## src/hdl/umx_pkg.sv

```systemverilog
// Package of constants and types for the unsigned max/min execute block.
`default_nettype none
package umx_pkg;
    // Register byte offsets on the APB slave.
    localparam logic [7:0] OFF_INSTR = 8'h00;
    localparam logic [7:0] OFF_OPA = 8'h04;
    localparam logic [7:0] OFF_OPB = 8'h08;
    localparam logic [7:0] OFF_FLAGS = 8'h0c;
    localparam logic [7:0] OFF_RESULT = 8'h10;
    localparam logic [7:0] OFF_STATUS = 8'h14;
    // Instruction field positions.
    localparam int OPC_HI = 31;
    localparam int OPC_LO = 26;
    localparam int RD_HI = 25;
    localparam int RD_LO = 20;
    localparam int UM_BIT = 19;
    localparam int ABC_HI = 18;
    localparam int ABC_LO = 16;
    localparam int IMM_HI = 9;
    localparam int MOD_HI = 9;
    localparam int MOD_LO = 7;
    localparam int AE_BIT = 6;
    // Major opcodes of the two selection instructions.
    localparam logic [5:0] OPC_MIN_REG = 6'h39;
    localparam logic [5:0] OPC_MAX_IMM = 6'h3c;
    // Compare-select branch condition codes.
    localparam logic [2:0] CC_NEVER = 3'h0;
    localparam logic [2:0] CC_ALWAYS = 3'h1;
    localparam logic [2:0] CC_ZERO = 3'h2;
    localparam logic [2:0] CC_NONZERO = 3'h3;
    localparam logic [2:0] CC_FIRST = 3'h4;
    localparam logic [2:0] CC_SECOND = 3'h5;
    localparam logic [2:0] CC_EQUAL = 3'h6;
    localparam logic [2:0] CC_DIFFER = 3'h7;
    // Status register bit positions.
    localparam int ST_DONE = 0;
    localparam int ST_ILLEGAL = 1;
    localparam int ST_BRANCH = 2;
    localparam int ST_MEM = 3;
    localparam int ST_MOD_LO = 4;
    localparam int ST_AE = 7;
    localparam int ST_RD_LO = 8;
    // Reset values.
    localparam logic [31:0] RST_WORD = 32'h0000_0000;
    localparam logic RST_OVF = 1'b0;

    // Everything the execute block holds between clock edges.
    typedef struct packed {
        logic pready;
        logic pslverr;
        logic [31:0] prdata;
        logic [31:0] instr;
        logic [31:0] opa;
        logic [31:0] opb;
        logic ovf;
        logic go;
        logic [31:0] result;
        logic rd_we;
        logic [5:0] rd_idx;
        logic branch;
        logic branch_pulse;
        logic mem_we;
        logic mem_flag;
        logic [2:0] modsel;
        logic ae;
        logic illegal;
        logic done;
    } umx_state_type;
endpackage : umx_pkg
`default_nettype wire

```

## src/hdl/umx_alu.sv

```systemverilog
// Execute stage for the unsigned register-immediate max and two-register min.
//
// Operation
// - Immediate form widens its 10-bit immediate by copying bit 9 upward.
// - Immediate max compares unsigned and writes the larger value.
// - Neither instruction alters the overflow flag.
// - Both instructions may branch on a condition of their result.
// - Update-memory field also writes the result to fast memory.
// - Opcode 111001 in bits 31:26 selects the two-register min.
// - Two-register min compares both sources as unsigned.
// - Two-register min writes the smaller source value.
// - Branch condition uses the compare-select condition set.
// - Min honours modulo and always-execute; immediate max carries neither.
// - Opcode 111100 selects immediate max, immediate in bits 9:0.
//
// The implementer's own choices: the placing of the registers and the APB interface to the registers.
`default_nettype none
module umx_alu (
    input wire logic clock_in,
    input wire logic resetn_in,
    input wire logic psel_in,
    input wire logic penable_in,
    input wire logic pwrite_in,
    input wire logic [7:0] paddr_in,
    input wire logic [31:0] pwdata_in,
    output logic [31:0] prdata_out,
    output logic pready_out,
    output logic pslverr_out,
    output logic rd_we_out,
    output logic [5:0] rd_idx_out,
    output logic [31:0] rd_data_out,
    output logic branch_out,
    output logic mem_we_out,
    output logic [31:0] mem_data_out,
    output logic [2:0] modsel_out,
    output logic ae_out,
    output logic ovf_out
);
    umx_pkg::umx_state_type st;
    umx_pkg::umx_state_type next_st;

    logic [5:0] opc;
    logic is_min;
    logic is_max;
    logic [31:0] imm_ext;
    logic [31:0] sel_b;
    logic [31:0] pick;
    logic [2:0] abc;
    logic cond;
    logic mapped;
    logic setup;
    logic access;

    // Instruction decode and operand widening.
    assign opc = st.instr[umx_pkg::OPC_HI:umx_pkg::OPC_LO];
    assign is_min = (opc == umx_pkg::OPC_MIN_REG);
    assign is_max = (opc == umx_pkg::OPC_MAX_IMM);
    assign imm_ext = {{22{st.instr[umx_pkg::IMM_HI]}},
                      st.instr[umx_pkg::IMM_HI:0]};
    assign sel_b = is_max ? imm_ext : st.opb;
    assign abc = st.instr[umx_pkg::ABC_HI:umx_pkg::ABC_LO];

    // Selection; on a tie the first operand is taken, which equals the
    // second, so no extra comparator is spent on equality.
    always_comb begin
        if (is_max) begin
            pick = (st.opa >= sel_b) ? st.opa : sel_b;
        end else begin
            pick = (st.opa <= sel_b) ? st.opa : sel_b;
        end
    end

    // Compare-select condition set, shared by both instructions.
    always_comb begin
        unique case (abc)
            umx_pkg::CC_NEVER: cond = 1'b0;
            umx_pkg::CC_ALWAYS: cond = 1'b1;
            umx_pkg::CC_ZERO: cond = (pick == umx_pkg::RST_WORD);
            umx_pkg::CC_NONZERO: cond = (pick != umx_pkg::RST_WORD);
            umx_pkg::CC_FIRST: cond = (pick == st.opa);
            umx_pkg::CC_SECOND: cond = (pick == sel_b);
            umx_pkg::CC_EQUAL: cond = (st.opa == sel_b);
            umx_pkg::CC_DIFFER: cond = (st.opa != sel_b);
        endcase
    end

    // APB phase decode; the slave inserts one wait-free access cycle.
    assign setup = psel_in && !penable_in && !st.pready;
    assign access = psel_in && penable_in && st.pready;
    // Register map: INSTR at 0x00 starts an execute step when written;
    // OPA and OPB hold the source values, FLAGS bit 0 the overflow flag;
    // RESULT and STATUS are read-only and ignore writes without an error.
    // Anything else answers with pslverr and reads as zero, so a stray
    // pointer in software shows up at once instead of aliasing a register.
    assign mapped = (paddr_in == umx_pkg::OFF_INSTR) ||
                    (paddr_in == umx_pkg::OFF_OPA) ||
                    (paddr_in == umx_pkg::OFF_OPB) ||
                    (paddr_in == umx_pkg::OFF_FLAGS) ||
                    (paddr_in == umx_pkg::OFF_RESULT) ||
                    (paddr_in == umx_pkg::OFF_STATUS);

    // Next-state logic: bus slave, then the execute step.
    always_comb begin
        next_st = st;
        next_st.pready = 1'b0;
        next_st.pslverr = 1'b0;
        next_st.go = 1'b0;
        next_st.rd_we = 1'b0;
        next_st.mem_we = 1'b0;
        next_st.branch_pulse = 1'b0;
        if (setup) begin
            next_st.pready = 1'b1;
            next_st.pslverr = !mapped;
            unique case (paddr_in)
                umx_pkg::OFF_INSTR: next_st.prdata = st.instr;
                umx_pkg::OFF_OPA: next_st.prdata = st.opa;
                umx_pkg::OFF_OPB: next_st.prdata = st.opb;
                umx_pkg::OFF_FLAGS: next_st.prdata = {31'h0000_0000, st.ovf};
                umx_pkg::OFF_RESULT: next_st.prdata = st.result;
                umx_pkg::OFF_STATUS: begin
                    next_st.prdata = umx_pkg::RST_WORD;
                    next_st.prdata[umx_pkg::ST_DONE] = st.done;
                    next_st.prdata[umx_pkg::ST_ILLEGAL] = st.illegal;
                    next_st.prdata[umx_pkg::ST_BRANCH] = st.branch;
                    next_st.prdata[umx_pkg::ST_MEM] = st.mem_flag;
                    next_st.prdata[umx_pkg::ST_MOD_LO +: 3] = st.modsel;
                    next_st.prdata[umx_pkg::ST_AE] = st.ae;
                    next_st.prdata[umx_pkg::ST_RD_LO +: 6] = st.rd_idx;
                end
                default: next_st.prdata = umx_pkg::RST_WORD;
            endcase
        end
        // Writes take effect only at the completing access edge.
        if (access && pwrite_in) begin
            if (paddr_in == umx_pkg::OFF_INSTR) begin
                next_st.instr = pwdata_in;
                next_st.go = 1'b1;
                next_st.done = 1'b0;
            end
            if (paddr_in == umx_pkg::OFF_OPA) begin
                next_st.opa = pwdata_in;
            end
            if (paddr_in == umx_pkg::OFF_OPB) begin
                next_st.opb = pwdata_in;
            end
            if (paddr_in == umx_pkg::OFF_FLAGS) begin
                next_st.ovf = pwdata_in[0];
            end
        end
        // Execute one cycle after the instruction word lands.
        // The overflow flag is deliberately untouched here.
        if (st.go) begin
            next_st.done = 1'b1;
            next_st.illegal = !(is_min || is_max);
            next_st.rd_idx = st.instr[umx_pkg::RD_HI:umx_pkg::RD_LO];
            if (is_min || is_max) begin
                next_st.result = pick;
                next_st.rd_we = 1'b1;
                // The pulse pairs with rd_we; the level stays for STATUS.
                next_st.branch = cond;
                next_st.branch_pulse = cond;
                next_st.mem_we = st.instr[umx_pkg::UM_BIT];
                next_st.mem_flag = st.instr[umx_pkg::UM_BIT];
                // Only the register form carries the qualifiers.
                next_st.modsel = is_min ?
                    st.instr[umx_pkg::MOD_HI:umx_pkg::MOD_LO] : 3'h0;
                next_st.ae = is_min && st.instr[umx_pkg::AE_BIT];
            end else begin
                next_st.branch = 1'b0;
                next_st.mem_flag = 1'b0;
                next_st.modsel = 3'h0;
                next_st.ae = 1'b0;
            end
        end
    end

    // State register.
    always_ff @(posedge clock_in or negedge resetn_in) begin
        if (!resetn_in) begin
            st <= '0;
        end else begin
            st <= next_st;
        end
    end

    // Every output is a flip-flop of the state.
    assign prdata_out = st.prdata;
    assign pready_out = st.pready;
    assign pslverr_out = st.pslverr;
    assign rd_we_out = st.rd_we;
    assign rd_idx_out = st.rd_idx;
    assign rd_data_out = st.result;
    assign branch_out = st.branch_pulse;
    assign mem_we_out = st.mem_we;
    assign mem_data_out = st.result;
    assign modsel_out = st.modsel;
    assign ae_out = st.ae;
    assign ovf_out = st.ovf;

    // A negative-looking immediate must force the top bits of the max.
    AST_IMM_EXT: assert property (@(posedge clock_in) disable iff (!resetn_in)
        st.go && is_max && st.instr[umx_pkg::IMM_HI]
        |=> (&st.result[31:10])) else $error("immediate not widened");

    AST_MAX_SEL: assert property (@(posedge clock_in) disable iff (!resetn_in)
        st.go && is_max |=> st.rd_we && st.result >= $past(st.opa) &&
        st.result >= $past(imm_ext) &&
        (st.result == $past(st.opa) || st.result == $past(imm_ext)))
        else $error("max select wrong");

    // A FLAGS write from software in the same cycle may still move it.
    AST_OVF_KEEP: assert property (@(posedge clock_in) disable iff (!resetn_in)
        st.go && !(access && pwrite_in && paddr_in == umx_pkg::OFF_FLAGS)
        |=> $stable(st.ovf))
        else $error("overflow changed by execute");

    AST_BR_ALWAYS: assert property (@(posedge clock_in)
        disable iff (!resetn_in)
        st.go && (is_min || is_max) && abc == umx_pkg::CC_ALWAYS
        |=> branch_out) else $error("branch not taken");

    AST_BR_EQUAL: assert property (@(posedge clock_in) disable iff (!resetn_in)
        st.go && is_min && abc == umx_pkg::CC_EQUAL
        |=> branch_out == ($past(st.opa) == $past(st.opb)))
        else $error("compare-select condition wrong");

    AST_MEM_UPD: assert property (@(posedge clock_in) disable iff (!resetn_in)
        st.go && (is_min || is_max)
        |=> mem_we_out == $past(st.instr[umx_pkg::UM_BIT]) &&
        mem_data_out == rd_data_out)
        else $error("memory update wrong");

    AST_DECODE: assert property (@(posedge clock_in) disable iff (!resetn_in)
        st.go && !is_min && !is_max |=> !rd_we_out && !mem_we_out &&
        st.illegal) else $error("unknown opcode executed");

    AST_MIN_SEL: assert property (@(posedge clock_in) disable iff (!resetn_in)
        st.go && is_min |=> st.result <= $past(st.opa) &&
        st.result <= $past(st.opb) &&
        (st.result == $past(st.opa) || st.result == $past(st.opb)))
        else $error("min select wrong");

    AST_QUAL: assert property (@(posedge clock_in) disable iff (!resetn_in)
        st.go && is_max |=> modsel_out == 3'h0 && !ae_out)
        else $error("qualifier on immediate form");

    AST_TIE: assert property (@(posedge clock_in) disable iff (!resetn_in)
        st.go && is_min && st.opa == st.opb
        |=> rd_data_out == $past(st.opa))
        else $error("tie value wrong");

    AST_APB_RDY: assert property (@(posedge clock_in) disable iff (!resetn_in)
        setup |=> pready_out ##1 !pready_out)
        else $error("pready not one access cycle");

    // The destination write is one pulse per executed instruction.
    AST_WE_PULSE: assert property (@(posedge clock_in) disable iff (!resetn_in)
        rd_we_out |=> !rd_we_out)
        else $error("destination write held too long");

    // No destination write appears without an execute step before it.
    AST_WE_CAUSE: assert property (@(posedge clock_in) disable iff (!resetn_in)
        rd_we_out |-> $past(st.go))
        else $error("destination write without instruction");

    // A recognised opcode always produces its destination write.
    AST_WE_GO: assert property (@(posedge clock_in) disable iff (!resetn_in)
        st.go && (is_min || is_max) |=> rd_we_out)
        else $error("destination write missing");

    // The destination index is taken from the instruction word.
    AST_RD_IDX: assert property (@(posedge clock_in) disable iff (!resetn_in)
        st.go |=> rd_idx_out == $past(st.instr[umx_pkg::RD_HI:umx_pkg::RD_LO]))
        else $error("destination index wrong");

    // The fast-memory and branch strobes only ride on a destination write.
    AST_MEM_WITH: assert property (@(posedge clock_in) disable iff (!resetn_in)
        mem_we_out |-> rd_we_out)
        else $error("memory update without result");

    AST_BR_WITH: assert property (@(posedge clock_in) disable iff (!resetn_in)
        branch_out |-> rd_we_out)
        else $error("branch without result");

    // The never, zero, first, differ and second condition codes; the nonzero code is left unchecked.
    AST_BR_NEVER: assert property (@(posedge clock_in) disable iff (!resetn_in)
        st.go && abc == umx_pkg::CC_NEVER |=> !branch_out)
        else $error("never condition branched");

    AST_BR_ZERO: assert property (@(posedge clock_in) disable iff (!resetn_in)
        st.go && (is_min || is_max) && abc == umx_pkg::CC_ZERO
        |=> branch_out == (rd_data_out == 32'h0000_0000))
        else $error("zero condition wrong");

    AST_BR_FIRST: assert property (@(posedge clock_in) disable iff (!resetn_in)
        st.go && (is_min || is_max) && abc == umx_pkg::CC_FIRST
        |=> branch_out == (rd_data_out == $past(st.opa)))
        else $error("first-operand condition wrong");

    AST_BR_DIFF: assert property (@(posedge clock_in) disable iff (!resetn_in)
        st.go && is_min && abc == umx_pkg::CC_DIFFER
        |=> branch_out == ($past(st.opa) != $past(st.opb)))
        else $error("differ condition wrong");

    AST_BR_IMM: assert property (@(posedge clock_in) disable iff (!resetn_in)
        st.go && is_max && abc == umx_pkg::CC_SECOND
        |=> branch_out == (rd_data_out == $past(imm_ext)))
        else $error("second-operand condition wrong");

    // The register form passes its qualifiers on unchanged.
    AST_MIN_QUAL: assert property (@(posedge clock_in) disable iff (!resetn_in)
        st.go && is_min
        |=> modsel_out == $past(st.instr[umx_pkg::MOD_HI:umx_pkg::MOD_LO]) &&
        ae_out == $past(st.instr[umx_pkg::AE_BIT]))
        else $error("qualifier lost on register form");

    // A tie with the widened immediate still writes the common value.
    AST_MAX_TIE: assert property (@(posedge clock_in) disable iff (!resetn_in)
        st.go && is_max && st.opa == imm_ext
        |=> rd_data_out == $past(st.opa))
        else $error("immediate tie value wrong");

    // An unknown opcode must not steer program flow.
    AST_BAD_NOBR: assert property (@(posedge clock_in) disable iff (!resetn_in)
        st.go && !is_min && !is_max |=> !branch_out)
        else $error("unknown opcode branched");

    // Unsigned order: with the top bits apart, the top bit alone decides.
    // A signed comparator would pick the other operand here.
    AST_MIN_UNS: assert property (@(posedge clock_in) disable iff (!resetn_in)
        st.go && is_min && st.opa[31] != st.opb[31]
        |=> !rd_data_out[31])
        else $error("min not unsigned");

    AST_MAX_UNS: assert property (@(posedge clock_in) disable iff (!resetn_in)
        st.go && is_max && st.opa[31] != imm_ext[31]
        |=> rd_data_out[31])
        else $error("max not unsigned");

    // The result stands between execute steps and the done flag follows one.
    AST_RES_HOLD: assert property (@(posedge clock_in) disable iff (!resetn_in)
        !st.go |=> $stable(st.result))
        else $error("result moved without instruction");

    AST_DONE: assert property (@(posedge clock_in) disable iff (!resetn_in)
        st.go |=> st.done)
        else $error("done flag not set");

    // Bus answer: pready only after a setup, and an error only with pready.
    AST_RDY_ONLY: assert property (@(posedge clock_in) disable iff (!resetn_in)
        pready_out |-> $past(setup))
        else $error("pready without setup");

    AST_ERR_RDY: assert property (@(posedge clock_in) disable iff (!resetn_in)
        pslverr_out |-> pready_out)
        else $error("pslverr without pready");
endmodule : umx_alu
`default_nettype wire

```

## config.mk

```make
export PLATFORM = sky130hd
export DESIGN_NAME = umx_alu
export DESIGN_NICKNAME = d
export VERILOG_FILES = /design/src/hdl/umx_pkg.sv /design/src/hdl/umx_alu.sv
export SDC_FILE = /design/constraint.sdc
export NUM_CORES = 1
export LEC_CHECK = 0
export BUFFER_PORTS_ARGS = -buffer_cell sky130_fd_sc_hd__buf_2
export CAP_MARGIN = 40
export CORE_ASPECT_RATIO = 1.2
export CORE_UTILIZATION = 45
export CTS_BUF_LIST = sky130_fd_sc_hd__clkbuf_4 sky130_fd_sc_hd__clkbuf_8 sky130_fd_sc_hd__clkbuf_16
export DETAILED_ROUTE_END_ITERATION = 10
export GPL_TIMING_DRIVEN = 0
export MAX_ROUTING_LAYER = met4
export PLACE_DENSITY = 0.67
export SLEW_MARGIN = 40
export SYNTH_ARGS = -nofsm -noshare
export SYNTH_HDL_FRONTEND = slang
export SYNTH_SLANG_ARGS = --single-unit
```

## constraint.sdc

```tcl
create_clock -name clock_in -period 4.6 [get_ports clock_in]
set_input_delay 0.69 -clock clock_in [delete_from_list [all_inputs] [get_ports clock_in]]
set_output_delay 0.69 -clock clock_in [all_outputs]
set_load 0.02 [all_outputs]
```

==> run summary, run 1 <==
RUN STATUS
----------------------------------------------------------------------------------------------------
Violated checks                                                                         setup timing
Outcome                                                                                 finished, violations left

CELLS AND AREA
----------------------------------------------------------------------------------------------------
End-of-flow core utilization                                                                   60.0%
Cell area after layout                                                                  0.0154 sq mm
Synth-to-Final Area Change                                                                     30.4%
Number of fillers in the final layout                                                           2211
Commonest non-fill, non-tap cell in the layout                                               dfrtp_1
Leading cell types in the layout, fill and taps excluded                                dfrtp_1 (179), buf_4 (162), buf_2 (159)
Share of post-route cells with drive strength above 1                                          42.5%
Layout net count                                                                                1566

GLOBAL ROUTE
----------------------------------------------------------------------------------------------------
Initial antenna violation count                                                                    1
Wire length of the first global-routing pass                                            79900 microns
Largest net degree at the start of global routing                                                 78
GRT Overall Usage                                                                              44.0%
Gr ovfl total                                                                                      0
Number of global-route vias before repair                                                      11349

DRT
----------------------------------------------------------------------------------------------------
Mean number of vias per cell                                                                    6.55
Wirelength per Cell                                                                     30.7 microns
Count of routing violations after the opening detailed-route iteration                          1411
1st-pass router iterations                                                                         8
Total vias in the final route                                                                  12005
Remaining design rule violation count                                                              0
Overall routed net length                                                               56200 microns
Final ANT Viol Nets                                                                                0

TIMING
----------------------------------------------------------------------------------------------------
Final Max Tran Viols                                                                               0
Least-Margin Pin Slew                                                                       0.965 ns
Maximum clock frequency                                                                      198 MHz
Final setup vio count                                                                              2
Ratio of final minimum period to clock period                                                   110%
Number of hold-slack violations in the final timing report                                         0
Post-layout minimum cycle time                                                               5.05 ns
Headroom to the max-slew limit                                                                 35.6%
Setup repair after global routing missed its margin                                              yes
Final critical-path setup slack                                                            -0.446 ns
Total Negative Setup Slacks                                                                -0.882 ns
Clock tree skew after final layout                                                         0.0142 ns

YOSYS
----------------------------------------------------------------------------------------------------
Area share of the leading cell type in the synthesized netlist                                 38.4%
Mux contribution to synthesized area                                                           12.0%
Simple logic cell fraction of the synthesized area                                             12.8%
Synthesized-area fraction occupied by adder cells                                              3.40%
Number of flip-flops and latches in the synthesized netlist                                      181
Mapped Avg Cell Area                                                                      9.48 sq um
Dominant cells by area after synthesis                                                  dfrtp_1 (38%), mux2_2 (11%), buf_4 (6.9%), o21ai_0 (4.7%), nand2_1 (4.0%)
Xor/xnor cell area share of the yosys netlist                                                  1.19%
Sequential element share of the synthesized area                                               38.4%
Number of enable-type register cells in the synthesized netlist                                    0
Number of unique standard cell types used by synthesis                                            86
Most used flip-flop cell after synthesis                                                     dfrtp_1
Synthesized cell area                                                                   0.0118 sq mm
Library cell occupying the most area in the post-synthesis netlist                           dfrtp_1
Count of synthesis-stage warnings from yosys                                                       0
Complex-gate fraction of the synthesized area                                                  21.6%
Synthesized netlist cell count                                                                  1243
Ys async rst share                                                                              100%
Post-synthesis net count                                                                        1320
Largest family of logic cells by synthesized area                                       compound AO/OA/AOI/OAI gates

FLOORPLANNING
----------------------------------------------------------------------------------------------------
Floorplan Core Area                                                                     0.0256 sq mm
Die extent in x                                                                          150 microns
Initial Utilization                                                                            46.0%
Die ar.                                                                                 0.0269 sq mm
Die Height                                                                               179 microns
Ports                                                                                            157
Standard-cell rows                                                                                64

CLOCK NETWORK
----------------------------------------------------------------------------------------------------
Sink count of the clock tree                                                                     181
Clock-pin slew reported for the worst setup and hold paths after clock tree synthesis        0.08 ns
Number of buffers inserted during clock tree synthesis                                            17
TritonCTS clock tree                                                                            done
Number of levels the H-tree was split into                                                         4
Maximum count of clock buffers along a single path                                                 2
Clk Tree Root Cell                                                                         clkbuf_16
Clock Latency Late Sink                                                                      0.46 ns

CRITICAL PATH
----------------------------------------------------------------------------------------------------
Critical path start-end classification                                                  register to register
Setup crit start kind                                                                       register
Arrival time of the worst setup path                                                         5.37 ns
Required time worst endpoint                                                                 4.93 ns
Crit end category                                                                           register
Worst Path Max Fanout                                                                             10

POWER AND IR DROP
----------------------------------------------------------------------------------------------------
Total power density per cell area                                                        221 mW/mm^2
Sum of internal, switching and leakage power                                                 3.39 mW
Worst voltage drop across the vdd grid                                                      0.208 mV
Reported leakage power                                                                       7.19 nW

PLACED DESIGN
----------------------------------------------------------------------------------------------------
Global placement routability congestion                                                         1.07
Placement Setup Slack                                                                       -2.67 ns
Total of buffers placed on input and output ports                                                156
Post-Place Cell Area                                                                    0.0131 sq mm
HPWL after detailed placement                                                           41200 microns

RUN
----------------------------------------------------------------------------------------------------
Max-cap check violation count                                                                      0

HOLD PATH
----------------------------------------------------------------------------------------------------
Classification of the worst-slack hold path                                             input port to async pin

logic make-up after synthesis:
| family | count (synthesis) |
|---|---|
| buffers and inverters | 207 |
| muxes | 127 |
| AOI/OAI and AO/OA | 375 |
| xor gates and xnor gates | 16 |
| DFF | 181 |
| adders and majority gates | 32 |
| and+or+nand+nor | 305 |
final cells by class:
| type | instances | area (sq um) | share of cell area, % |
|---|---|---|---|
| inverter | 16 | 60.1 | 0.391 |
| multi-input combinational | 855 | 6820 | 44.4 |
| tap | 330 | 413 | 2.69 |
| sequential | 181 | 4530 | 29.5 |
| antenna | 1 | 2.50 | 0.0163 |
| clock buffer | 18 | 439 | 2.86 |
| buffer | 188 | 1420 | 9.25 |
| timing repair buffer | 230 | 1520 | 9.92 |
| clock inverter | 14 | 155 | 1.01 |
synthesized netlist by cell type (9+ instances only):
master and instances:
nor2_1 45, mux2_2 114, inv_1 16, o21ai_0 111, a222oi_1 21, xnor2_1 10, a221oi_1 18, mux2i_1 13
o21ai_1 9, o22ai_1 23, buf_1 9, clkbuf_1 59, buf_4 108, ha_1 32, a22o_1 26, nand2_1 126
nand4_1 17, a21o_1 20, nand3_1 23, dfrtp_1 181, nor4_1 19, a21oi_1 70, nor3_1 22
worst max-delay path: stages, from the launching register on:
cell and delay (ns):
dfrtp_1 0.39, nand4b_1 0.32, or2_4 0.36, buf_12 0.16
buf_12 0.15, buf_12 0.15, a21oi_4 0.22, ha_4 0.25
a21oi_2 0.14, nand2_1 0.07, a221o_2 0.41, o31a_4 0.34
buf_12 0.16, buf_8 0.16, o211ai_1 0.30, o211ai_4 0.16
buf_4 0.17, nor2_4 0.14, nand4_1 0.13, or3_4 0.37
a31oi_4 0.23, o221ai_2 0.12
state kept, by name, summed over array words and instances, names as in the netlist:
| name | flops |
|---|---|
| opc | 6 |
| mem_we_out | 1 |
| ae_out | 1 |
| rd_we_out | 1 |
| prdata_out | 32 |
| rd_idx_out | 6 |
| pslverr_out | 1 |
| pready_out | 1 |
| imm_ext | 10 |
| branch_out | 1 |
| abc | 3 |
| ovf_out | 1 |
| mem_data_out | 32 |
| st | 82 |
| modsel_out | 3 |
path summary, 6_finish.rpt:
path	from	to	slack, ns	cells past startpoint
setup / recovery	opc[1]	st[9]	-0.45	21
hold / removal	resetn_in	prdata_out[7]	0.1	1
setup reg to reg	opc[1]	st[9]	-0.45	21
hold reg to reg	prdata_out[2]	prdata_out[2]	0.48	2
max in group asynchronous	resetn_in	opc[0]	3.79	2
min in group clock_in	pwdata_in[25]	st[108]	0.47	3
power breakdown:
group / leakage [nW] / switching, mW / total [mW] / internal, mW
clock: 0.292 / 0.742 / 1.49 / 0.744
sequential: 2.47 / 0.00816 / 1.60 / 1.59
combinational: 4.42 / 0.195 / 0.307 / 0.111
routing by layer:
metal	wire length [microns]	track usage (%)	vias up
li1	-	-	5032
met1	21200	53.5	5873
met2	24900	64.2	870
met3	5490	10.2	230
met4	4570	31.2	0
met5	0	-	-
through the flow:
| stage | hold slack (ns) | instances |
|---|---|---|
| CTS | 0.0943 | 1813 |
| floorplan | 0.394 | 1243 |
| global placement | 0.461 | 1729 |
| finish | 0.0978 | 1833 |
| global route | 0.110 | 1833 |
| detailed placement | 0.471 | 1732 |
timing repair:
action,in CTS,in global routing
setup endpoints to repair,34,3
setup buffers,51,19
gates resized for setup,170,54
pin swaps,39,46
hold buffers,0,0
gates cloned,1,1
No activity file was read; power rests on OpenSTA's default activity.
==> run 2: changes to the inputs <==
Settings changed: BUFFER_PORTS_ARGS -buffer_cell sky130_fd_sc_hd__buf_2 to unset, DONT_BUFFER_PORTS set to 1, GPL_TIMING_DRIVEN 0 to 1, PLACE_DENSITY 0.67 to unset.
==> run 2 against run 1 <==
The run ends with hold timing, setup timing left; non-clock buffer count fell by 145; final cell count fell by 7.9%; first-iteration DRC count fell by 28%; worst setup slack improved by 0.34 ns; sequential share of layout area rose by 1.9 points; critical path type unchanged; critical endpoint unchanged; highest routed layer unchanged.
==> run summary, run 2 (same netlist as run 1, synthesis figures left out) <==
CELLS AND AREA
----------------------------------------------------------------------------------------------------
Number of fillers in the final layout                                                           2329   +5.3%
Share of post-route cells with drive strength above 1                                          38.1%   -4.3 points
Synth-to-Final Area Change                                                                     22.3%
Commonest non-fill, non-tap cell in the layout                                                 buf_4
Leading cell types in the layout, fill and taps excluded                                buf_4 (248), dfrtp_1 (181), nand2_1 (121)
Antenna Diode Count                                                                                0   -1
Top register by number of flip-flops                                                              st
Max reg flops                                                                                     82   unchanged
Layout net count                                                                                1422   -9.2%

RUN STATUS
----------------------------------------------------------------------------------------------------
Violated checks                                                                         hold timing, setup timing
Outcome                                                                                 finished, violations left

DRT
----------------------------------------------------------------------------------------------------
Final ANT Viol Nets                                                                                0   unchanged
Remaining design rule violation count                                                              0   unchanged
Total vias in the final route                                                                  10856   -9.6%
1st-pass router iterations                                                                         7   -1
Overall routed net length                                                               50700 microns   -9.8%
Wirelength per Cell                                                                     30.1 microns   -2.0%
Mean number of vias per cell                                                                    6.43   -1.8%
Count of routing violations after the opening detailed-route iteration                          1020   -28%

GLOBAL ROUTE
----------------------------------------------------------------------------------------------------
Gr ovfl total                                                                                      0   unchanged
Number of global-route vias before repair                                                      10681   -5.9%
Initial antenna violation count                                                                    0   -1
Wire length of the first global-routing pass                                            73200 microns   -8.4%
Largest net degree at the start of global routing                                                182   +130%
GRT Overall Usage                                                                              39.8%   -4.2 points

TIMING
----------------------------------------------------------------------------------------------------
Post-layout minimum cycle time                                                               4.71 ns   -0.339 ns
Least-Margin Pin Slew                                                                        1.01 ns   +0.0460 ns
Clock tree skew after final layout                                                         0.0101 ns   -0.00411 ns
Number of hold-slack violations in the final timing report                                       181   +181
Final Max Tran Viols                                                                               0   unchanged
Headroom to the max-slew limit                                                                 31.9%   -3.8 points
Final critical-path setup slack                                                            -0.107 ns   +0.339 ns
Ratio of final minimum period to clock period                                                   102%   -7.4 points
Total Negative Setup Slacks                                                                -0.201 ns   +0.680 ns
Final hold slack                                                                          -0.0649 ns   -0.163 ns
Final setup vio count                                                                              2   unchanged
Maximum clock frequency                                                                      212 MHz   +7.2%
Setup repair after global routing missed its margin                                              yes

FLOORPLANNING
----------------------------------------------------------------------------------------------------
Standard-cell rows                                                                                64   unchanged
Floorplan Core Area                                                                     0.0256 sq mm   unchanged
Initial Utilization                                                                            46.0%   unchanged
Die Height                                                                               179 microns   unchanged
Die ar.                                                                                 0.0269 sq mm   unchanged
Die extent in x                                                                          150 microns   unchanged
Ports                                                                                            157   unchanged

CLOCK NETWORK
----------------------------------------------------------------------------------------------------
Clk Tree Root Cell                                                                         clkbuf_16
Clock Latency Late Sink                                                                      0.45 ns   about the same
Maximum count of clock buffers along a single path                                                 2   unchanged
Sink count of the clock tree                                                                     181   unchanged
Clock-pin slew reported for the worst setup and hold paths after clock tree synthesis        0.07 ns   about the same
Number of buffers inserted during clock tree synthesis                                            17   unchanged
Number of levels the H-tree was split into                                                         4   unchanged
TritonCTS clock tree                                                                            done

POWER AND IR DROP
----------------------------------------------------------------------------------------------------
Total power density per cell area                                                        234 mW/mm^2   +6.1%
Share of total power consumed by net switching                                                 24.8%   -3.0 points
Proportion of power drawn by flip-flops and latches                                            47.4%   +0.2 points
Switching component of the power                                                              838 uW   -11%
Clk pwr share                                                                                  45.5%   +1.7 points
Reported leakage power                                                                       6.47 nW   -10%
Worst voltage drop across the vdd grid                                                      0.197 mV   -5.3%
Internal power consumption                                                                   2.54 mW   +3.7%
Combinational Power Share                                                                       7.1%   -1.9 points

CRITICAL PATH
----------------------------------------------------------------------------------------------------
Critical path start-end classification                                                  register to register
Setup crit start kind                                                                       register
Total buffers and inverters traversed by the critical path                                         6   unchanged
Critical-path top delay cell                                                                 a221o_1
Max stage delay on crit path                                                                 0.43 ns   +0.02 ns
Crit end category                                                                           register
Reg-to-reg critical path endpoint                                                              st[9]
Worst Path Max Fanout                                                                             14   +4
Arrival time of the worst setup path                                                         5.03 ns   -0.34 ns
Internal reg-to-reg setup slack                                                             -0.11 ns   +0.34 ns
Start point of the critical path                                                              opc[1]
Count of cells along the worst register-to-register path                                          21   unchanged
List of cells traversed by the critical path                                            nand4b_1, buf_6, nor2_4, buf_12, mux2i_4, ha_4, a21oi_2, o21ai_1, a221o_1, buf_4, o31ai_4, buf_6, buf_12, nand2_4, a221o_1, nand3_2, nand4_1, or3_1, a31oi_2, buf_4, o221ai_2
Required time worst endpoint                                                                 4.92 ns   about the same
Cell type group with the largest total delay on the critical path                       compound AO/OA/AOI/OAI gates
Reg-to-Reg Start                                                                              opc[1]

PLACED DESIGN
----------------------------------------------------------------------------------------------------
Total of buffers placed on input and output ports                                                  0   -100%
Global placement routability congestion                                                         1.03   -3.6%
HPWL after detailed placement                                                           37500 microns   -9.1%
Placement Setup Slack                                                                      -0.488 ns   +2.18 ns

RUN
----------------------------------------------------------------------------------------------------
Max-cap check violation count                                                                      0   unchanged

HOLD PATH
----------------------------------------------------------------------------------------------------
Classification of the worst-slack hold path                                             input port to async pin

[run 2: area by class of cell]
type / count / area (sq um) / area share (%)
repair buffers: 273 / 2260 / 15.6
multi-input cells: 856 / 6550 / 45.4
clock buffers: 19 / 440 / 3.06
inverters: 16 / 60.1 / 0.417
well taps: 330 / 413 / 2.86
flip-flops and latches: 181 / 4530 / 31.4
clock inverters: 13 / 166 / 1.15
[run 2: timing repair]
item                                   in CTS  in global routing
setup endpoints to repair                   2                  2
cloned                                      2                  0
buffers inserted                           29                 13
pin swaps                                  33                 30
resized for setup                          63                 50
endpoints found under the hold margin     181                181
[run 2: power groups by stage]
stage / clock network [mW] / logic [mW] / registers, mW
floorplan: 0 / 0.109 / 1.63
global placement: 0 / 0.207 / 1.63
detailed placement: 0 / 0.207 / 1.63
CTS: 1.56 / 0.223 / 1.60
global route: 1.62 / 0.248 / 1.60
finish: 1.54 / 0.239 / 1.60
[run 2: how the worst max path moves through the flow]
stage | endpoint | depth (start not counted)
6_report | st[9] | 21
2_1_floorplan | st[9] | 20
3_5_place_dp | st[9] | 20
5_1_grt | st[9] | 19
4_1_cts | branch_out | 18
3_3_place_gp | branch_out | 20
[run 2: through the flow]
step	area [sq um]	cells	util, %	power [mW]
2_1_floorplan	11800	1243	-	1.74
3_3_place_gp	12900	1613	50.2	1.84
3_5_place_dp	12900	1614	50.3	1.84
4_1_cts	14000	1675	54.8	3.38
5_1_grt	14400	1688	56.3	3.47
6_report	14400	1688	56.3	3.38
[run 2: per-layer routing]
| metal | up-vias | part of all wire [%] | track usage (%) |
|---|---|---|---|
| li1 | 4739 | - | - |
| met3 | 185 | 6.6 | 6.87 |
| met1 | 5374 | 39 | 46.3 |
| met4 | 0 | 6.8 | 24.0 |
| met2 | 558 | 48 | 64.2 |
| met5 | - | 0 | - |
